===== config.mk =====
export PLATFORM = sky130hd
export DESIGN_NAME = tpm_core
export DESIGN_NICKNAME = d
export VERILOG_FILES = /design/src/tpm_pkg.sv /design/src/tpm_core.sv /design/src/tpm_split_counter.sv
export SDC_FILE = /design/constraint.sdc
export NUM_CORES = 1
export LEC_CHECK = 0
export BUFFER_PORTS_ARGS = -buffer_cell sky130_fd_sc_hd__buf_2
export CAP_MARGIN = 20
export CORE_MARGIN = 3
export CORE_UTILIZATION = 42
export DETAILED_ROUTE_END_ITERATION = 12
export PLACE_DENSITY = 0.66
export SETUP_SLACK_MARGIN = 0.1
export SYNTH_ARGS = -nofsm -noshare
export SYNTH_HDL_FRONTEND = slang
export SYNTH_SLANG_ARGS = --single-unit

===== constraint.sdc =====
create_clock -name pclk -period 2.75 [get_ports pclk]
set_input_delay 0.55 -clock pclk [delete_from_list [all_inputs] [get_ports pclk]]
set_output_delay 0.55 -clock pclk [all_outputs]
set_load 0.005 [all_outputs]

===== src/tpm_pkg.sv =====
/*
 * tpm_pkg: register map, field positions, reset values and states shared by
 * the timer port and mode control block.
 * Assumes an APB slave with 32-bit data, one aligned word per register.
 */
package tpm_pkg;
	// register byte addresses
	localparam logic [7:0] ADDR_COUNT   = 8'h00; // pulse_count_value
	localparam logic [7:0] ADDR_TEST    = 8'h04; // timer_test_control
	localparam logic [7:0] ADDR_DATA    = 8'h08; // timer_port_data
	localparam logic [7:0] ADDR_DIR     = 8'h0c; // timer_port_direction
	localparam logic [7:0] ADDR_MODE    = 8'h10; // run enables and halt bits
	localparam logic [7:0] ADDR_OCEN    = 8'h14; // output compare enable per pin
	localparam logic [7:0] ADDR_TCOUNT  = 8'h18; // free-running counter, read only
	// test register fields
	localparam int TEST_TIMER_BYP_BIT  = 1;
	localparam int TEST_ACCUM_BYP_BIT  = 0;
	// mode register fields
	localparam int MODE_TIMER_EN_BIT   = 0;
	localparam int MODE_ACCUM_EN_BIT   = 1;
	localparam int MODE_WAIT_HALT_BIT  = 2;
	localparam int MODE_DEBUG_HALT_BIT = 3;
	// reset values
	localparam logic [7:0]  RST_BYTE  = 8'h00;
	localparam logic [15:0] RST_WORD  = 16'h0000;
	// divide ratio of the gated accumulation clock
	localparam logic [5:0]  DIV64_MAX = 6'h3f;
	// run state of the timer
	typedef enum logic [1:0] {tpm_off_st, tpm_run_st, tpm_halt_st} tpm_run_t;
endpackage


===== src/tpm_core.sv =====
/*
 * tpm_core: port data/direction, test register, run control in stop, wait,
 * debug and disabled states, and the free-running and accumulator counters.
 * Assumes an APB master, pins sampled synchronously, and the prescaler,
 * compare and capture logic outside supplying ticks and compare levels.
 */
`timescale 1ns/1ns
// Overview of operation
// - test register writes accepted only while special-mode-low input is low
// - timer bypass splits free counter into 8-bit halves, skips prescaler
// - accumulator bypass splits its counter into 8-bit halves, skips prescaler
// - data read returns pin level for inputs, driver level for outputs
// - data writes go to a latch, reaching pins only when outputs
// - data writes do not change pins driven by output compare
// - direction bit zero means input, one means output
// - enabled output compare forces output, direction bit kept as stored
// - disabled output compare returns direction to its register bit
// - enabled input capture never overrides the direction bit
// - stop mode leaves the timer inactive
// - debug mode keeps counting unless halt-in-debug is one
// - wait mode keeps counters running unless halt-in-wait is set
// - normal operation runs unless timer enable is zero
// - timer disable stops all timer work and the divide-by-64 clock
// - accumulator disable stops accumulator work, registers stay reachable
module tpm_core #(
	parameter int PORT_W = 8
) (
	input  wire logic              pclk,             // bus clock, 25 MHz
	input  wire logic              presetn,          // async reset, active low
	input  wire logic              psel,             // apb select
	input  wire logic              penable,          // apb access phase
	input  wire logic              pwrite,           // apb direction
	input  wire logic [7:0]        paddr,            // apb byte address
	input  wire logic [31:0]       pwdata,           // apb write data
	output logic                   pready,           // apb ready
	output logic      [31:0]       prdata,           // apb read data
	output logic                   pslverr,          // apb error, unmapped
	input  wire logic              special_mode_low, // low in special mode
	input  wire logic              stop_mode,        // clocks halted
	input  wire logic              wait_mode,        // cpu wait state
	input  wire logic              background_debug_state, // debug mode active
	input  wire logic              prescale_tick,    // timer prescaler strobe
	input  wire logic              accum_event,      // synchronised accumulator event
	input  wire logic              accum_gate,       // gated mode selected
	input  wire logic [PORT_W-1:0] oc_level,         // output compare pin levels
	input  wire logic [PORT_W-1:0] pin_in,           // sampled pin levels
	output logic      [PORT_W-1:0] pin_out,          // pin drive value
	output logic      [PORT_W-1:0] pin_oe_n,         // drive enable, low drives
	output logic                   timer_running,    // timer counting
	output logic                   accum_running,    // accumulator counting
	output logic                   div64_tick,       // gated accumulation clock
	output logic      [15:0]       timer_count       // free-running counter
);
	initial begin
		if (PORT_W < 1 || PORT_W > 8) begin
			$error("tpm_core: PORT_W must be 1 to 8");
		end
	end

	logic [PORT_W-1:0] data_ff, dir_ff, ocen_ff;
	logic [1:0]        test_ff;
	logic [3:0]        mode_ff;
	logic [5:0]        div_ff;
	logic [PORT_W-1:0] pin_out_ff, pin_oe_n_ff;
	logic              pready_ff, pslverr_ff, trun_ff, arun_ff, div64_ff;
	logic [31:0]       prdata_ff;
	tpm_pkg::tpm_run_t run_ff;
	tpm_pkg::tpm_run_t nxt_run;
	logic [15:0]       acc_count, tmr_count;

	// apb decode; one wait state so read data comes from a flop
	wire setup    = psel & ~penable;
	wire access_w = psel & penable & pwrite & ~pready_ff;
	wire hit_cnt  = paddr == tpm_pkg::ADDR_COUNT;
	wire hit_test = paddr == tpm_pkg::ADDR_TEST;
	wire hit_data = paddr == tpm_pkg::ADDR_DATA;
	wire hit_dir  = paddr == tpm_pkg::ADDR_DIR;
	wire hit_mode = paddr == tpm_pkg::ADDR_MODE;
	wire hit_ocen = paddr == tpm_pkg::ADDR_OCEN;
	wire hit_tcnt = paddr == tpm_pkg::ADDR_TCOUNT;
	wire mapped   = hit_cnt | hit_test | hit_data | hit_dir | hit_mode | hit_ocen | hit_tcnt;
	wire wr_ok    = access_w & mapped;
	wire wr_cnt   = wr_ok & hit_cnt;                        // whole-word load
	wire wr_test  = wr_ok & hit_test & ~special_mode_low;

	// mode bits
	wire timer_run_enable       = mode_ff[tpm_pkg::MODE_TIMER_EN_BIT];
	wire accumulator_run_enable = mode_ff[tpm_pkg::MODE_ACCUM_EN_BIT];
	wire halt_in_wait           = mode_ff[tpm_pkg::MODE_WAIT_HALT_BIT];
	wire halt_in_debug          = mode_ff[tpm_pkg::MODE_DEBUG_HALT_BIT];
	wire timer_chain_bypass     = test_ff[tpm_pkg::TEST_TIMER_BYP_BIT];
	wire accum_chain_bypass     = test_ff[tpm_pkg::TEST_ACCUM_BYP_BIT];

	// halt conditions; stop wins because both clocks are gone there
	wire halted = stop_mode
		| (background_debug_state & halt_in_debug)
		| (wait_mode & halt_in_wait);
	wire t_run  = timer_run_enable & ~halted;
	wire a_run  = accumulator_run_enable & ~halted;

	always_comb begin
		nxt_run = run_ff;
		case (run_ff)
			tpm_pkg::tpm_off_st:  nxt_run = t_run ? tpm_pkg::tpm_run_st :
				(timer_run_enable ? tpm_pkg::tpm_halt_st : tpm_pkg::tpm_off_st);
			tpm_pkg::tpm_run_st:  nxt_run = !timer_run_enable ? tpm_pkg::tpm_off_st :
				(halted ? tpm_pkg::tpm_halt_st : tpm_pkg::tpm_run_st);
			tpm_pkg::tpm_halt_st: nxt_run = !timer_run_enable ? tpm_pkg::tpm_off_st :
				(halted ? tpm_pkg::tpm_halt_st : tpm_pkg::tpm_run_st);
			default:              nxt_run = tpm_pkg::tpm_off_st;
		endcase
	end
	wire run_now = run_ff == tpm_pkg::tpm_run_st;

	// divide-by-64 clock comes from the timer chain, dead when timer is off
	wire div_step = run_now & prescale_tick;
	wire div_wrap = div_step & (div_ff == tpm_pkg::DIV64_MAX);
	wire [5:0] nxt_div = run_now ? (div_step ? div_ff + 6'h01 : div_ff) : 6'h00;

	// accumulator counts events, or divided clock while gated
	wire acc_tick = accum_gate ? (div_wrap & accum_event) : accum_event;

	// pin direction: compare forces output, capture has no say
	wire [PORT_W-1:0] is_out  = dir_ff | ocen_ff;
	wire [PORT_W-1:0] drive_v = (ocen_ff & oc_level) | (~ocen_ff & data_ff);
	// read view: pin for inputs, driver input for outputs
	wire [PORT_W-1:0] data_rd = (is_out & drive_v) | (~is_out & pin_in);
	wire [PORT_W-1:0] wdat    = pwdata[PORT_W-1:0];

	wire [31:0] rd_mux =
		hit_cnt  ? {16'h0000, acc_count} :
		hit_test ? {30'h00000000, test_ff} :
		hit_data ? {{(32-PORT_W){1'b0}}, data_rd} :
		hit_dir  ? {{(32-PORT_W){1'b0}}, dir_ff} :
		hit_mode ? {28'h0000000, mode_ff} :
		hit_ocen ? {{(32-PORT_W){1'b0}}, ocen_ff} :
		hit_tcnt ? {16'h0000, tmr_count} : 32'h00000000;

	// free-running timer counter
	tpm_split_counter #(.WIDTH(16)) u_timer (
		.pclk     (pclk),
		.presetn  (presetn),
		.run      (run_now),
		.tick     (prescale_tick),
		.bypass   (timer_chain_bypass),
		.load     (1'b0),
		.load_val (16'h0000),
		.count    (tmr_count)
	);

	// pulse accumulator counter; registers stay writable while stopped
	tpm_split_counter #(.WIDTH(16)) u_accum (
		.pclk     (pclk),
		.presetn  (presetn),
		.run      (a_run),
		.tick     (acc_tick),
		.bypass   (accum_chain_bypass),
		.load     (wr_cnt),
		.load_val (pwdata[15:0]),
		.count    (acc_count)
	);

	// software registers; data writes go only to the data latch, never the pin
	always_ff @(posedge pclk or negedge presetn) begin
		if (!presetn) begin
			data_ff <= '0;
			dir_ff  <= '0;
			ocen_ff <= '0;
			mode_ff <= 4'h0;
		end else begin
			if (wr_ok & hit_data) data_ff <= wdat;
			if (wr_ok & hit_dir)  dir_ff  <= wdat;
			if (wr_ok & hit_ocen) ocen_ff <= wdat;
			if (wr_ok & hit_mode) mode_ff <= pwdata[3:0];
		end
	end

	// test register guarded by special mode
	always_ff @(posedge pclk or negedge presetn) begin
		if (!presetn) begin
			test_ff <= 2'h0;
		end else if (wr_test) begin
			test_ff <= pwdata[1:0];
		end
	end

	// run state and divider
	always_ff @(posedge pclk or negedge presetn) begin
		if (!presetn) begin
			run_ff   <= tpm_pkg::tpm_off_st;
			div_ff   <= 6'h00;
			div64_ff <= 1'b0;
		end else begin
			run_ff   <= nxt_run;
			div_ff   <= nxt_div;
			div64_ff <= div_wrap;
		end
	end

	// apb answer, registered
	always_ff @(posedge pclk or negedge presetn) begin
		if (!presetn) begin
			pready_ff  <= 1'b0;
			pslverr_ff <= 1'b0;
			prdata_ff  <= 32'h00000000;
		end else begin
			pready_ff  <= psel & penable & ~pready_ff;
			pslverr_ff <= psel & penable & ~pready_ff & ~mapped;
			if (psel & penable & ~pready_ff & ~pwrite) prdata_ff <= rd_mux;
		end
	end

	// registered pin and status outputs
	always_ff @(posedge pclk or negedge presetn) begin
		if (!presetn) begin
			pin_out_ff  <= '0;
			pin_oe_n_ff <= '1;
			trun_ff     <= 1'b0;
			arun_ff     <= 1'b0;
		end else begin
			pin_out_ff  <= drive_v;
			pin_oe_n_ff <= ~is_out;
			trun_ff     <= t_run;
			arun_ff     <= a_run;
		end
	end

	assign pready        = pready_ff;
	assign pslverr       = pslverr_ff;
	assign prdata        = prdata_ff;
	assign pin_out       = pin_out_ff;
	assign pin_oe_n      = pin_oe_n_ff;
	assign timer_running = trun_ff;
	assign accum_running = arun_ff;
	assign div64_tick    = div64_ff;
	// counters are flops inside the counter module
	assign timer_count   = tmr_count;
endmodule // tpm_core


===== src/tpm_split_counter.sv =====
/*
 * tpm_split_counter: 16-bit counter that can be split into two independent
 * 8-bit halves, each stepping on every bus clock cycle, ignoring the tick, when the chain is bypassed.
 * Assumes a synchronous load port driven by the register file.
 */
`timescale 1ns/1ns
module tpm_split_counter #(
	parameter int WIDTH = 16
) (
	input  wire logic             pclk,     // bus clock
	input  wire logic             presetn,  // async reset, active low
	input  wire logic             run,      // counter allowed to move
	input  wire logic             tick,     // prescaled count strobe
	input  wire logic             bypass,   // split into halves, skip prescaler
	input  wire logic             load,     // software write strobe
	input  wire logic [WIDTH-1:0] load_val, // value to load
	output logic      [WIDTH-1:0] count     // current count
);
	localparam int HALF = WIDTH / 2;
	initial begin
		if (WIDTH < 2 || (WIDTH % 2) != 0) begin
			$error("tpm_split_counter: WIDTH must be even and at least 2");
		end
	end

	logic [WIDTH-1:0] count_ff;
	logic [WIDTH-1:0] nxt_count;
	wire              step     = run & (bypass | tick);
	wire [HALF-1:0]   lo_inc   = count_ff[HALF-1:0] + {{(HALF-1){1'b0}}, 1'b1};
	wire [HALF-1:0]   hi_inc   = count_ff[WIDTH-1:HALF] + {{(HALF-1){1'b0}}, 1'b1};
	wire              lo_wrap  = &count_ff[HALF-1:0];
	// halves run independently in bypass, upper half carries otherwise
	wire              hi_step  = bypass | lo_wrap;

	assign nxt_count = load ? load_val :
		!step ? count_ff :
		{(hi_step ? hi_inc : count_ff[WIDTH-1:HALF]), lo_inc};

	// counter register
	always_ff @(posedge pclk or negedge presetn) begin
		if (!presetn) begin
			count_ff <= '0;
		end else begin
			count_ff <= nxt_count;
		end
	end
	assign count = count_ff;
endmodule // tpm_split_counter


Word-level counts from Yosys, hierarchy flattened
Cells that the tools add are included.
W data, S select, Z words.
{"block": "op_classes", "reduce_logical": 9, "muxes": 18, "n_bitwise": 49, "n_eq_ne": 10, "add_sub_neg": 5}
{"cell": "$mux W16", "count": 9}
{"cell": "$add A8 B1 Y8 const B", "count": 4}
{"cell": "$and A8 B8 Y8", "count": 4}
{"cell": "$eq A8 B5 Y1 const B", "count": 3}
{"cell": "$or A8 B8 Y8", "count": 3}
{"cell": "$and A1 B1 Y1", "count": 23}
{"cell": "$eq A8 B4 Y1 const B", "count": 2}
{"cell": "$not A8 Y8", "count": 2}
{"cell": "$reduce_and A8 Y1", "count": 2}
{"cell": "$mux W6", "count": 2}
{"cell": "$or A1 B1 Y1", "count": 12}
{"cell": "$eq A8 B3 Y1 const B", "count": 1}
{"cell": "$logic_not A8 Y1", "count": 1}
{"cell": "$mux W2", "count": 4}
{"cell": "$mux W8", "count": 1}
{"cell": "$add A6 B1 Y6 const B", "count": 1}
{"cell": "$eq A6 B6 Y1 const B", "count": 1}
{"cell": "$not A1 Y1", "count": 5}
{"cell": "$pmux W2 S2", "count": 1}
{"cell": "$reduce_and A2 Y1", "count": 2}
{"cell": "$reduce_bool A2 Y1", "count": 2}
{"cell": "$eq A2 B1 Y1 const B", "count": 1}
{"cell": "$eq A2 B2 Y1 const B", "count": 1}
{"cell": "$logic_not A2 Y1", "count": 1}
{"cell": "3 further kinds", "count": 3}
{"block": "word_totals", "reg_bits": 123, "inputBits": 68, "out_inout_bits": 69, "elab_cells": 110}

Longest topological paths before layout
{"block": "depth", "word_depth": 11, "ltp_mapped": 9}

Hierarchy
From an unflattened synthesis, not the netlist that was laid out.
{"block": "unflattened", "cells_unflattened": 538, "hier_area_um2": 5652.9}
{"mod": "tpm_core", "cells_each": 338, "instances": 1, "area_per_inst_um2": 3812.4}
{"mod": "tpm_split_counter (u_accum)", "cells_each": 101, "instances": 1, "area_per_inst_um2": 928.4}
{"mod": "tpm_split_counter (u_timer)", "cells_each": 99, "instances": 1, "area_per_inst_um2": 912.1}

Worst setup path after synthesis
OpenSTA, ideal clock, no wires.
{"block": "synth_path", "kind": "in2reg", "startpoint": "input port paddr[7]", "endpoint": "register mode_ff[0]", "setup_time_ns": 0.125, "arrival_ns": 2.119, "path_stages": 6, "setup_slack_ns": 0.506, "n_path_buf": 1, "cell_sequence": "or3_4 > nor3_4 > nand3_4 > or4_4 > buf_6 > mux2_4"}
{"block": "synth_via", "elab_chain_cells": 9}
{"item": "from (decl)", "line": "tpm_core.sv:33", "rtl": "input wire logic [7:0] paddr,"}
{"item": "$eq A8 B3 Y1 or $logic_not A8 Y1 (tied branches)", "line": "tpm_core.sv:75, tpm_core.sv:74"}
{"item": "$or A1 B1 Y1 (6 in series)", "line": "tpm_core.sv:81", "rtl": "wire mapped = hit_cnt | hit_test | hit_data | hit_dir | hit_mode | hit_ocen | hit_tcnt;"}
{"item": "$and A1 B1 Y1", "line": "tpm_core.sv:82", "rtl": "wire wr_ok = access_w & mapped;"}
{"item": "$and A1 B1 Y1 *", "line": "tpm_core.sv:174", "rtl": "if (wr_ok & hit_mode) mode_ff <= pwdata[3:0];"}
{"item": "to (signal assigned)", "line": "tpm_core.sv:174"}
{"item": "to (decl)", "line": "tpm_core.sv:62", "rtl": "logic [3:0] mode_ff;"}
Every way passes the cells marked *; elsewhere a longest branch is shown, timed or not.
A chain may end at the register's enable or synchronous reset.

Worst setup path after layout
{"block": "layout_path", "startpoint": "register run_ff[1]", "endpoint": "register u_accum.count_ff[15] (netlist: u_accum.count[15])"}
{"block": "layout_via", "elab_chain_cells": 9}
{"item": "from (decl)", "line": "tpm_core.sv:67", "rtl": "tpm_pkg::tpm_run_t run_ff;"}
{"item": "from (signal assigned)", "line": "tpm_core.sv:190", "rtl": "run_ff <= tpm_pkg::tpm_off_st;"}
{"item": "from (signal assigned)", "line": "tpm_core.sv:194", "rtl": "run_ff <= nxt_run;"}
{"item": "$eq A2 B1 Y1", "line": "tpm_core.sv:113", "rtl": "wire run_now = run_ff == tpm_pkg::tpm_run_st;"}
{"item": "$and A1 B1 Y1", "line": "tpm_core.sv:116", "rtl": "wire div_step = run_now & prescale_tick;"}
{"item": "$and A1 B1 Y1", "line": "tpm_core.sv:117", "rtl": "wire div_wrap = div_step & (div_ff == tpm_pkg::DIV64_MAX);"}
{"item": "$and A1 B1 Y1", "line": "tpm_core.sv:121", "rtl": "wire acc_tick = accum_gate ? (div_wrap & accum_event) : accum_event;"}
{"item": "$mux W1", "line": "tpm_core.sv:121"}
{"item": "$or A1 B1 Y1", "line": "tpm_split_counter.sv:28", "rtl": "wire step = run & (bypass | tick);"}
{"item": "$and A1 B1 Y1", "line": "tpm_split_counter.sv:28"}
{"item": "$reduce_bool A2 Y1 (no line)"}
{"item": "$reduce_and A2 Y1 (no line)"}
{"item": "to (signal assigned)", "line": "tpm_split_counter.sv:44", "rtl": "count_ff <= nxt_count;"}
{"item": "to (decl)", "line": "tpm_split_counter.sv:26", "rtl": "logic [WIDTH-1:0] count_ff;"}
No other way between the ends.

==> results.toml <==
[die]
die_height_um = 118.7
core_area_um2 = 12210
start_util = 0.4368
row_count = 40
die_w_um = 118.7
die_area_um2 = 14090
ios = 137

[clock_network]
cts_tree = "built"
clkTransAtPathRegs_ns = 0.07
holdBufCountCts = 0
cts_sinks = 107
clk_path_buf_depth = 2
root_buffer = "clkbuf_16"
numCtsBuffers = 9
htree_levels = 3
clkLatencyLatePin_ns = 0.35
ctsResizeCount = 0
postCtsSetupBuffers = 0

[grt]
grt_pass1_vias = 4117
track_usage = 0.1914
antenna_found_initial = 0
grt_max_degree = 88
grt.overflow.total = 0
grt_pass1_wl_um = 21530

[finish]
antenna_cells = 0
areaGrowthSynthToFinish_pct = 18.04
mostFrequentLayoutCell = "buf_2"
drive_above_1_share = 0.3405
nets = 676
utilization = 0.5156
multi_input_area_um2 = 2422
seqCellArea_um2 = 2688
n_fill_cell = 1117
mostFrequentLayoutCells = "buf_2 (103), dfrtp_1 (99), nor2_1 (57)"

[critical_path]
crit_chain = "inv_1, ha_1, nand3_1, o211a_1, nor3_2, nand4_1, xor2_1, a21oi_1"
cp_top_family = "simple AND/OR/NAND/NOR gates"
worst-path-max-fanout = 9
path_class = "register to register"
arrival_ns = 2.58
rrSetupSlack_ns = 0.44
cp_slowest_cell = "nor3_2"
worst_path_largest_cell_delay_ns = 0.49
cp-end-kind = "register"
startpoint_type = "register"
cp.required_ns = 3.02
path_buf_inv = 1

[yosys]
synth_enable_flop_cells = 0
netlist_instances = 493
syn_area_um2 = 5334
seq_area_frac_synth = 0.5039
async_flop_share = 1.000
yosys-top-cells-area = "dfrtp_1 (46%), mux2_2 (9.9%), nor2_1 (4.0%), dfstp_2 (3.9%), xor2_1 (2.8%)"
synth_cell_types = 53
yosys_register_bits = 107
ys.flop_type = "dfrtp_1"
synth_top_cell_by_area = "dfrtp_1"
avgSynthCellArea_um2 = 10.82
ys.warnings.count = 0
yosysTopAreaCellShare = 0.4645

[placement]
hpwl_um = 9763
gp_congestion = 0.8905
port_buffers = 104

[sta]
final_hold_viol_count = 0
fin_crit_ns = 2.313
finClkSkew_ns = 0.005603
relSlewSlack = 0.6224
finalMaxSlewViolations = 0
setup_tns_ns = 0
rsz0062_at_grt = "no"
whs_ns = 0.08499
finalCritPeriodShare = 0.8412
max_freq_mhz = 432.3
tightest_slew_ns = 0.5633
finalSetupViolCount = 0

[detailed_routing]
first_iter_violations = 339
routedWlPerCell_um = 17.09
vias = 4085
wl_um = 13210
viasPerCell = 5.285
ant_nets = 0
drc = 0
drtPass1Iterations = 5

[power]
total_power_mw = 3.158
ir_drop_mv = 0.2994
powerDensity_nw_per_um2 = 501.6
leakage_nw = 3.172

[outcome]
status = "finished clean"

[run]
drv_cap = 0

[min_path]
hold_path_class = "input port to async pin"
[state kept, by name, indices dropped and copies added (netlist names), 4 cells and up]
name,flops
div_ff,6
data_ff,8
prdata,16
ocen_ff,8
u_timer.count,16
pin_oe_n,8
pin_out,8
dir_ff,8
mode_ff,4
u_accum.count,16
[kinds of logic (layout without fill, tap and decap cells)]
kind of cell             after synthesis  count (layout)  share of synthesized area
multiplexers                          55              55                     0.1180
AO/OA/AOI/OAI                         83              83                     0.1002
adder cells (fa/ha/maj)                8               8                    0.01877
buffers and inverters                 49             146                    0.05255
XOR/XNOR                              32              32                    0.05255
AND/OR/NAND/NOR                      158             158                     0.1534
other                                  1              16                  0.0007031
flip-flops                           107             107                     0.5039
[synth_stat cells (2+ instances only)]
| library cell | number |
|---|---|
| ha_1 | 8 |
| a211o_1 | 4 |
| mux2_2 | 47 |
| clkbuf_1 | 10 |
| and2_1 | 6 |
| a221o_1 | 3 |
| or2_2 | 2 |
| xor2_1 | 17 |
| inv_1 | 12 |
| nand4_1 | 17 |
| dfstp_2 | 8 |
| xnor2_1 | 15 |
| nor3_1 | 2 |
| nor2_1 | 57 |
| a22oi_1 | 4 |
| buf_6 | 2 |
| a211oi_1 | 2 |
| o21a_1 | 2 |
| and3_1 | 7 |
| nand2b_1 | 3 |
| dfrtp_1 | 99 |
| o211ai_1 | 3 |
| o31ai_1 | 2 |
| a21oi_1 | 27 |
| buf_2 | 8 |
| a221oi_1 | 8 |
| nor2b_1 | 4 |
| nor3_2 | 2 |
| nor4_1 | 2 |
| nand2_1 | 29 |
| or3_1 | 4 |
| o21ai_0 | 19 |
| nand3_1 | 14 |
| buf_4 | 16 |
| o22ai_1 | 4 |
| mux2i_1 | 4 |
| mux2_4 | 4 |
[worst paths after layout]
path                                        from                             to  depth (start not counted)
hold reg to reg            dir_ff[5]$_DFFE_PN0P_          pin_oe_n[5]$_DFF_PN1_                          1
setup reg to reg             run_ff[1]$_DFF_PN0_  u_accum.count[15]$_DFFE_PN0P_                          8
hold / removal                           presetn           pin_out[2]$_DFF_PN0_                          1
setup / recovery             run_ff[1]$_DFF_PN0_  u_accum.count[15]$_DFFE_PN0P_                          8
max in group asynchronous                presetn          pin_oe_n[0]$_DFF_PN1_                          2
min in group pclk          dir_ff[5]$_DFFE_PN0P_          pin_oe_n[5]$_DFF_PN1_                          1
[per-stage QoR]
stage,cells,area (um^2),setup slack (ns)
finish,773,6296,0.4366
global route,773,6296,0.2954
detailed placement,757,6006,0.3171
floorplan,508,5390,0.5060
global placement,757,6006,0.3296
CTS,773,6296,0.4309
[power by group]
group          switching (mW)  internal [mW]
logic                   0.152          0.109
clock network           0.562          0.686
registers              0.0321           1.62
[per-layer routing]
layer  track usage  routed length, um  up-vias
met5             0                  0        -
met4       0.08472                394        0
met3       0.03828                632       23
met2        0.2998               6153      118
met1        0.2577               6033     2025
li1              -                  -     1919
[area by class of cell]
cell class | instances | share of cell area
inverter | 12 | 0.007154
sequential | 107 | 0.4269
tap | 168 | 0.03339
clock inverter | 4 | 0.003776
multi-input combinational | 352 | 0.3847
timing repair buffer | 118 | 0.1017
clock buffer | 12 | 0.04233
Note: power is estimated with default switching activity, not from simulation.
